`config.mk`:
```
export PLATFORM = sky130hd
export DESIGN_NAME = cmd_decoder
export DESIGN_NICKNAME = d
export VERILOG_FILES = /design/src/hw/first_half_capture.v /design/src/hw/bank_mask_gen.v /design/src/hw/cmd_decoder.v
export VERILOG_INCLUDE_DIRS = /design/src /design/src/hw
export SDC_FILE = /design/constraint.sdc
export NUM_CORES = 1
export LEC_CHECK = 0
export BUFFER_PORTS_ARGS = -buffer_cell sky130_fd_sc_hd__buf_2
export CORE_UTILIZATION = 40
export DETAILED_ROUTE_END_ITERATION = 8
export PLACE_DENSITY = 0.59
export SETUP_SLACK_MARGIN = 0.15
export SYNTH_ARGS = -nofsm -noshare
export SYNTH_HDL_FRONTEND = slang
export SYNTH_HIERARCHICAL = 1
export SYNTH_SLANG_ARGS = --single-unit
```
`constraint.sdc`:
```
create_clock -name clk_sys -period 2.15 [get_ports clk_sys]
set_input_delay 0 -clock clk_sys [delete_from_list [all_inputs] [get_ports clk_sys]]
set_output_delay 0 -clock clk_sys [all_outputs]
set_load 0.01 [all_outputs]
```
`src/hw/cmd_decoder_regs.vh`:
```
// constants for the two-cycle command decoder: encodings, op and pending codes, sizes
// assumes the includer samples the command bus on clk_sys rising edges
`ifndef CMD_DECODER_REGS_VH
`define CMD_DECODER_REGS_VH

// first-cycle CA[4:0] codes (CA5 is a field)
`define ENC_MPC 5'h00
`define ENC_PRE 5'h10
`define ENC_REF 5'h08
`define ENC_SRE 5'h18
`define ENC_WR1 5'h04
`define ENC_SRX 5'h14
`define ENC_MWR1 5'h0C
`define ENC_RD1 5'h02
`define ENC_CAS2 5'h12
`define ENC_MRW1 5'h06
`define ENC_MRW2 5'h16
`define ENC_MRR1 5'h0E

// operation codes on op_code
`define OPC_NONE 4'h0
`define OPC_PRE 4'h1
`define OPC_REF 4'h2
`define OPC_SRE 4'h3
`define OPC_SRX 4'h4
`define OPC_WR 4'h5
`define OPC_MWR 4'h6
`define OPC_RD 4'h7
`define OPC_MRR 4'h8
`define OPC_MRW 4'h9
`define OPC_ACT 4'hA
`define OPC_MPC 4'hB

// pending first-half kinds
`define PEND_NONE 3'h0
`define PEND_CAS 3'h1
`define PEND_ACT 3'h2
`define PEND_MRW 3'h3
`define PEND_DES 3'h4

`define BURST_SHORT 6'h10
`define BURST_LONG 6'h20
// operands 0x40..0x7f of mpc that pair with CAS-2 (fifo / dq calibration)
`define MPC_CAS_MASK 7'h40
`define MPC_QUIET_DESELECTS 2'h2

`endif

```
`src/hw/first_half_capture.v`:
```
// holds the first-cycle ca bits of a two-cycle command: kind code and CA5 flag
// assumes load_first is raised only on a selected first cycle
`timescale 1ns/100ps
`default_nettype none
module first_half_capture (
    input wire clk_sys,
    input wire rstn,
    input wire load_first,
    input wire [5:0] ca_in,
    output reg [5:0] first_ca_r
);
    // ----------------------------------------
    // first-cycle hold
    // ----------------------------------------
    always @(posedge clk_sys or negedge rstn) begin
        if (!rstn) begin
            first_ca_r <= 6'h00;
        end else if (load_first) begin
            first_ca_r <= ca_in;
        end
    end
endmodule // first_half_capture
`default_nettype wire

```
`src/hw/bank_mask_gen.v`:
```
// turns a bank number plus all-bank bit into a target mask: one-hot, or all ones when the all-bank bit is set
// assumes combinational use by the command decoder
`timescale 1ns/100ps
`default_nettype none
module bank_mask_gen #(
    parameter NUM_BANKS = 8
) (
    input wire [2:0] bank,
    input wire all_bank,
    output wire [NUM_BANKS-1:0] mask
);
    genvar g;
    generate
        for (g = 0; g < NUM_BANKS; g = g + 1) begin : g_bank
            assign mask[g] = all_bank | (bank == g);
        end
    endgenerate
endmodule // bank_mask_gen
`default_nettype wire

```
`src/hw/cmd_decoder.v`:
```
// two-cycle command decoder for one channel of a low-power dram
// assumes cs and ca are synchronous to clk_sys, one sample per rising edge
`timescale 1ns/100ps
`default_nettype none
`include "cmd_decoder_regs.vh"
module cmd_decoder #(
    parameter NUM_BANKS = 8
) (
    input wire clk_sys,
    input wire rstn,
    input wire cs,
    input wire [5:0] ca,
    input wire otf_enable,
    input wire default_burst_long,
    input wire reinit_done,
    output reg op_valid_r,
    output reg [3:0] op_code_r,
    output reg [2:0] bank_r,
    output reg [NUM_BANKS-1:0] bank_mask_r,
    output reg all_bank_select_r,
    output reg auto_precharge_flag_r,
    output reg [5:0] burst_len_r,
    output reg [9:0] column_r,
    output reg [15:0] row_r,
    output reg [5:0] mode_addr_r,
    output reg [7:0] operand_r,
    output reg illegal_r
);
    // ----------------------------------------
    // phase state
    // ----------------------------------------
    localparam ST_IDLE = 2'd0;
    localparam ST_SECOND = 2'd1;
    localparam ST_AWAIT_CAS = 2'd2;
    localparam ST_AWAIT_PAIR = 2'd3;

    reg [1:0] state_r, state_nxt;
    reg [2:0] pend_r, pend_nxt;
    reg [1:0] quiet_r, quiet_nxt;
    reg [3:0] held_op_r, held_op_nxt;
    reg [2:0] held_bank_r, held_bank_nxt;
    reg held_autopre_r, held_autopre_nxt;
    reg held_c9_r, held_c9_nxt;
    reg held_burst_sel_r, held_burst_sel_nxt;
    reg [5:0] held_hi_r, held_hi_nxt;
    reg bad;
    reg fire;
    wire [5:0] first_ca;
    wire [NUM_BANKS-1:0] mask_w;
    wire load_first = (state_r != ST_SECOND) & cs;
    wire [4:0] enc = first_ca[4:0];

    // first-cycle fields feed the launch; the second cycle is read live on ca
    first_half_capture u_cap (
        .clk_sys(clk_sys),
        .rstn(rstn),
        .load_first(load_first),
        .ca_in(ca),
        .first_ca_r(first_ca)
    );

    // bank bits are ignored by the mask whenever the all-bank bit is set
    bank_mask_gen #(.NUM_BANKS(NUM_BANKS)) u_mask (
        .bank(ca[2:0]),
        .all_bank(first_ca[5]),
        .mask(mask_w)
    );

    // ----------------------------------------
    // decode helpers
    // ----------------------------------------
    // activate halves are the only codes with CA0 high
    function is_act;
        input [4:0] e;
        begin
            is_act = e[0];
        end
    endfunction

    // ----------------------------------------
    // second-cycle decode and pairing checks
    // ----------------------------------------
    always @* begin
        state_nxt = state_r;
        pend_nxt = pend_r;
        quiet_nxt = quiet_r;
        held_op_nxt = held_op_r;
        held_bank_nxt = held_bank_r;
        held_autopre_nxt = held_autopre_r;
        held_c9_nxt = held_c9_r;
        held_burst_sel_nxt = held_burst_sel_r;
        held_hi_nxt = held_hi_r;
        bad = 1'b0;
        fire = 1'b0;
        case (state_r)
            ST_IDLE, ST_AWAIT_CAS, ST_AWAIT_PAIR: begin
                if (cs) begin
                    state_nxt = ST_SECOND;
                    if (pend_r == `PEND_DES && quiet_r != 2'd0) begin
                        bad = 1'b1;
                    end
                    if (state_r == ST_AWAIT_CAS && !(ca[4:0] == `ENC_CAS2)) begin
                        bad = 1'b1;
                    end
                    if (state_r == ST_AWAIT_PAIR) begin
                        if (pend_r == `PEND_ACT && !(ca[0] && ca[1])) begin
                            bad = 1'b1;
                        end
                        if (pend_r == `PEND_MRW && ca[4:0] != `ENC_MRW2) begin
                            bad = 1'b1;
                        end
                    end
                    if (state_r == ST_IDLE && (ca[4:0] == `ENC_CAS2 || ca[4:0] == `ENC_MRW2
                        || (ca[1:0] == 2'b11))) begin
                        bad = 1'b1; // second half without a first
                    end
                    if (ca[4:0] == `ENC_MWR1 && ca[5]) begin
                        bad = 1'b1;
                    end
                end else begin
                    // deselect: one cycle, nothing launched
                    // a deselect inside a pending pair breaks it; no way to resume
                    if (state_r != ST_IDLE) begin
                        bad = 1'b1;
                        state_nxt = ST_IDLE;
                        pend_nxt = `PEND_NONE;
                    end
                    if (pend_r == `PEND_DES) begin
                        if (quiet_r == 2'd1) begin
                            pend_nxt = `PEND_NONE;
                        end
                        quiet_nxt = quiet_r - 2'd1;
                    end
                end
            end
            ST_SECOND: begin
                state_nxt = ST_IDLE;
                if (pend_r != `PEND_DES) begin
                    pend_nxt = `PEND_NONE;
                end
                if (is_act(enc) && !enc[1]) begin
                    held_bank_nxt = ca[2:0];
                    held_hi_nxt = {2'b00, first_ca[5:2]};
                    held_c9_nxt = ca[4];
                    held_autopre_nxt = ca[5];
                    state_nxt = ST_AWAIT_PAIR;
                    pend_nxt = `PEND_ACT;
                end else if (is_act(enc)) begin
                    fire = 1'b1;
                end else begin
                    case (enc)
                        `ENC_WR1, `ENC_MWR1, `ENC_RD1, `ENC_MRR1: begin
                            held_op_nxt = (enc == `ENC_WR1) ? `OPC_WR :
                                (enc == `ENC_MWR1) ? `OPC_MWR :
                                (enc == `ENC_RD1) ? `OPC_RD : `OPC_MRR;
                            held_bank_nxt = ca[2:0];
                            held_c9_nxt = ca[4];
                            held_autopre_nxt = ca[5];
                            held_burst_sel_nxt = first_ca[5];
                            held_hi_nxt = ca;
                            state_nxt = ST_AWAIT_CAS;
                            pend_nxt = `PEND_CAS;
                        end
                        `ENC_MRW1: begin
                            held_hi_nxt = ca;
                            held_burst_sel_nxt = first_ca[5];
                            state_nxt = ST_AWAIT_PAIR;
                            pend_nxt = `PEND_MRW;
                        end
                        `ENC_MPC: begin
                            if (first_ca[5]) begin
                                held_op_nxt = `OPC_MPC;
                                held_hi_nxt = ca;
                                state_nxt = ST_AWAIT_CAS;
                                pend_nxt = `PEND_CAS;
                            end else begin
                                fire = 1'b1;
                                // two quiet cycles counted down before the next command
                                pend_nxt = `PEND_DES;
                                quiet_nxt = `MPC_QUIET_DESELECTS;
                            end
                        end
                        `ENC_CAS2, `ENC_MRW2, `ENC_PRE, `ENC_REF, `ENC_SRE, `ENC_SRX: begin
                            fire = 1'b1;
                        end
                        default: begin
                            bad = 1'b1;
                        end
                    endcase
                end
            end
            default: begin
                state_nxt = ST_IDLE;
            end
        endcase
    end

    // ----------------------------------------
    // state and sticky illegal flag
    // ----------------------------------------
    always @(posedge clk_sys or negedge rstn) begin
        if (!rstn) begin
            state_r <= ST_IDLE;
            pend_r <= `PEND_NONE;
            quiet_r <= 2'd0;
            held_op_r <= `OPC_NONE;
            held_bank_r <= 3'd0;
            held_autopre_r <= 1'b0;
            held_c9_r <= 1'b0;
            held_burst_sel_r <= 1'b0;
            held_hi_r <= 6'h00;
            illegal_r <= 1'b0;
        end else begin
            state_r <= state_nxt;
            pend_r <= pend_nxt;
            quiet_r <= quiet_nxt;
            held_op_r <= held_op_nxt;
            held_bank_r <= held_bank_nxt;
            held_autopre_r <= held_autopre_nxt;
            held_c9_r <= held_c9_nxt;
            held_burst_sel_r <= held_burst_sel_nxt;
            held_hi_r <= held_hi_nxt;
            // set wins over the re-initialisation clear
            if (bad) begin
                illegal_r <= 1'b1;
            end else if (reinit_done) begin
                illegal_r <= 1'b0;
            end
        end
    end

    // ----------------------------------------
    // operation outputs, one-cycle strobe
    // ----------------------------------------
    always @(posedge clk_sys or negedge rstn) begin
        if (!rstn) begin
            op_valid_r <= 1'b0;
            op_code_r <= `OPC_NONE;
            bank_r <= 3'd0;
            bank_mask_r <= {NUM_BANKS{1'b0}};
            all_bank_select_r <= 1'b0;
            auto_precharge_flag_r <= 1'b0;
            burst_len_r <= `BURST_SHORT;
            column_r <= 10'h000;
            row_r <= 16'h0000;
            mode_addr_r <= 6'h00;
            operand_r <= 8'h00;
        end else begin
            op_valid_r <= fire & ~bad & ~illegal_r;
            if (fire) begin
                all_bank_select_r <= 1'b0;
                auto_precharge_flag_r <= 1'b0;
                case (enc)
                    `ENC_PRE, `ENC_REF: begin
                        op_code_r <= (enc == `ENC_PRE) ? `OPC_PRE : `OPC_REF;
                        bank_r <= ca[2:0];
                        all_bank_select_r <= first_ca[5];
                        bank_mask_r <= mask_w;
                    end
                    `ENC_SRE: op_code_r <= `OPC_SRE;
                    `ENC_SRX: op_code_r <= `OPC_SRX;
                    `ENC_MPC: begin
                        op_code_r <= `OPC_MPC;
                        operand_r <= {1'b0, first_ca[5], ca};
                    end
                    `ENC_MRW2: begin
                        op_code_r <= `OPC_MRW;
                        mode_addr_r <= held_hi_r;
                        operand_r <= {held_burst_sel_r, first_ca[5], ca};
                    end
                    `ENC_CAS2: begin
                        op_code_r <= held_op_r;
                        if (held_op_r == `OPC_MPC) begin
                            operand_r <= {1'b0, 1'b1, held_hi_r};
                        end else if (held_op_r == `OPC_MRR) begin
                            mode_addr_r <= held_hi_r;
                        end
                        bank_r <= held_bank_r;
                        bank_mask_r <= {{(NUM_BANKS-1){1'b0}}, 1'b1} << held_bank_r;
                        auto_precharge_flag_r <= held_autopre_r;
                        column_r <= {held_c9_r, first_ca[5], ca, 2'b00};
                        if (held_op_r == `OPC_MWR) begin
                            burst_len_r <= `BURST_SHORT;
                        end else if (otf_enable) begin
                            burst_len_r <= held_burst_sel_r ? `BURST_LONG : `BURST_SHORT;
                        end else begin
                            burst_len_r <= default_burst_long ? `BURST_LONG : `BURST_SHORT;
                        end
                    end
                    default: begin
                        // activate second half: rows 9:6 from first cycle, 5:0 second
                        op_code_r <= `OPC_ACT;
                        bank_r <= held_bank_r;
                        bank_mask_r <= {{(NUM_BANKS-1){1'b0}}, 1'b1} << held_bank_r;
                        row_r <= {held_hi_r[3:0], held_autopre_r, held_c9_r, first_ca[5:2], ca};
                    end
                endcase
            end
        end
    end
endmodule // cmd_decoder
`default_nettype wire

```
==> run metrics <==
Leak Pwr 2.76 nW; clock-pin slew on the worst setup and hold paths ~0.070 ns; worst hold path class in2reg; Fin Setup TNS 0 ns; Post-Layout Cell Count 643; Final Hold Vio Count 0; Cell Area, Synth 4650 sq um; wire length per cell 16.9 um; top cell family by delay on the critical path simple AND/OR/NAND/NOR gates; final setup fails 0; Post-synth EDFFs 0; Hold Crit Depth 3; reg2reg setup slack roughly 0.18 ns; Port Buffer Count 70; CP bufs+invs 2; post-route ant nets 0; I/O pin count 77; first-pass GRT wire length between 15000 and 20000 um; hold wc startpoint ca[4]; Reg-to-Reg End row_r[12]; post-synthesis mux area share roughly a quarter; DRT iter0 DRCs between 100 and 150; Initial DRT Pass Iterations 4; CTS tree yes; Yosys Warn Count 6; Fmax achieved about 500 MHz; predominant post-synthesis flop cell dfrtp_1; sequential element share of the synthesized area 47.4%; Endpoint, Worst Hold held_hi_r[4]; CP startpoint kind flip-flop; Synth Area in XOR/XNOR less than 1%; DIE WIDTH around 110 um; Required @ worst endpoint roughly 2.4 ns; number of antenna diodes 0; Layout area overhead 25.5%; Final Cell Area ~5800 sq um; RSZ-0062 raised after global routing true; share of cells above drive strength 1 between 40% and 50%; CP max-delay cell or4bb_1; Worst EP arrival 2.20 ns; Mapped Cells between 300 and 400; die area about 12000 sq um; Crit. End Element flip-flop; reg2reg start u_cap/first_ca_r[1]; DRC 0; Vias around 3400; Via density about 5.3; GRT overflow 0; most common cell after layout, fill and taps aside dfrtp_1; Die Span Y 110 um; num rows 39; ys async rst share 100%; gr usage total roughly 19%; nets@finish between 500 and 600; minimum clock period 1.97 ns; Yosys cell types between 60 and 70; synthesized flop and latch total approximately 90; CTS buffer count 9; CTS Buffer Depth 2; actual slew at the worst max-slew pin 0.558 ns; core area 11400 sq um; depth of the worst register-to-register path 6; pwr dens 1630 nW/um^2; Adder-Cell Fraction of Synth Area 0.538%; CP max FO 7; vias in the first global route about 3300; CP peak stage delay 0.55 ns; largest family of logic cells by synthesized area multiplexers; clock sink count a little under 90; most frequent cells in the layout dfrtp_1, buf_2, mux2_2; Initial Util roughly two fifths; Final Skew approximately 0.0082 ns; largest cells by area after synthesis dfrtp_1, mux2_2, mux2_4, o21ai_0, mux2i_1; Slew headroom approximately 63%; cell taking the most area after synthesis dfrtp_1; clock root buffer clkbuf_16; number of antenna violations at the first check in global routing 0; Worst-Skew Late Latency ~0.34 ns; final worst path period share about nine tenths; Worst Path Class, Setup reg2reg; Syn Area/Cell roughly 12 sq um; pins over their slew limit 0; WL final ~11000 um; Peak supply drop 0.857 mV; placed insts around 620; Compound-Gate Fraction of Synth Area roughly 11%; simple-gate portion of the synthesized area roughly an eighth; area fraction of the dominant cell type after synthesis between 40% and 50%; critical path, cell by cell or4bb_1 -> a31oi_4 -> nor4_4 -> buf_6 -> buf_8 -> mux2_4; Post-DP HPWL approximately 7600 um; Max-Cap Viols 0; Final GP Congestion ~0.84; Area after DPL about 5300 sq um; status complete, no violations; largest net degree at the start of global routing 48; H-tree level count 3
==> cell families after synthesis <==
logic type / count (synthesis)
buffers and inverters: 51
muxes: 92
and+or+nand+nor: 89
adders and majority gates: 2
AOI/OAI and AO/OA: 72
xor gates and xnor gates: 1
DFF: 88
other: 1
==> metrics by stage <==
stage          utilization (%)  total power (W)  setup WS [ns]  hold WS, ns
5_1_grt                   51.3           0.0102          0.129       0.0263
2_1_floorplan                -          0.00594          0.160       -0.296
3_3_place_gp              46.9          0.00743      -0.000766       0.0272
4_1_cts                   50.4          0.00934          0.144      0.00689
6_report                  51.3          0.00952          0.181      0.00482
3_5_place_dp              46.9          0.00751         -0.107       0.0341
==> what timing repair did <==
item | 4_1_cts | 5_1_grt
endpoints found under the hold margin | 41 | 0
cloned | 0 | 1
setup endpoints to repair | 39 | 57
hold buffers | 2 | 0
pin swaps | 1 | 3
buffers inserted | 4 | 1
resized for setup | 7 | 14
==> registers in the layout (all words and copies together) (netlist names), 4 cells and up <==
signal	count
operand_r	8
mode_addr_r	6
bank_mask_r	8
op_code_r	4
u_cap/first_ca_r	6
held_hi_r	6
column_r	8
held_op_r	4
row_r	16
==> worst max-delay path by stage <==
stage	from	end	slack [ns]	cells past startpoint
finish	u_cap/first_ca_r[1]	row_r[12]	0.18	6
global route	u_cap/first_ca_r[4]	column_r[2]	0.13	6
CTS	u_cap/first_ca_r[1]	row_r[11]	0.14	6
detailed placement	u_cap/first_ca_r[1]	bank_mask_r[1]	-0.11	5
global placement	u_cap/first_ca_r[1]	bank_mask_r[6]	-0.0008	5
floorplan	state_r[1]	row_r[10]	0.16	7
==> synthesized netlist by cell type (3+ instances only) <==
master and n:
o211ai_1 4, nand2_1 16, mux2_2 67, nand3_1 4, mux2i_1 9, buf_4 10
buf_1 3, clkbuf_1 10, nor3b_1 5, nand2b_1 8, a31oi_1 6, a211oi_2 3
o31ai_1 7, or2_2 3, a21oi_1 11, nor2_1 14, buf_6 3, o22ai_1 4
and3b_1 3, o21ai_0 20, buf_2 5, mux2_4 15, inv_1 17, dfrtp_1 87
nor3_1 5, and3_1 3, nor2b_1 4
==> worst reg2reg max path, cell delays in order (launching register included) <==
cell and delay (ns):
dfrtp_2 0.44, or4bb_1 0.56, a31oi_4 0.23, nor4_4 0.05
buf_6 0.15, buf_8 0.14, mux2_4 0.29
==> where the power goes <==
part | internal [W] | total [W] | leakage (nW) | switching, W
sequential | 0.00241 | 0.00297 | 1.09 | 0.000560
clock | 0.000949 | 0.00165 | 0.151 | 0.000704
combinational | 0.00259 | 0.00490 | 1.52 | 0.00231
==> layer usage <==
metal | vias up | global-route usage, % | routed length (um)
met5 | - | 0 | 0
met4 | 0 | 6.00 | 174
met3 | 15 | 3.50 | 419
met2 | 76 | 30.0 | 5010
met1 | 1694 | 27.4 | 5270
li1 | 1618 | - | -
==> final cells by class <==
type	instances	area [sq um]
multi-input combinational	262	2270
sequential	88	2210
fill	1038	5530
inverter	18	67.6
timing repair buffer	116	802
clock inverter	6	75.1
tap	143	179
clock buffer	10	239
Note: power is estimated with default switching activity, not from simulation.
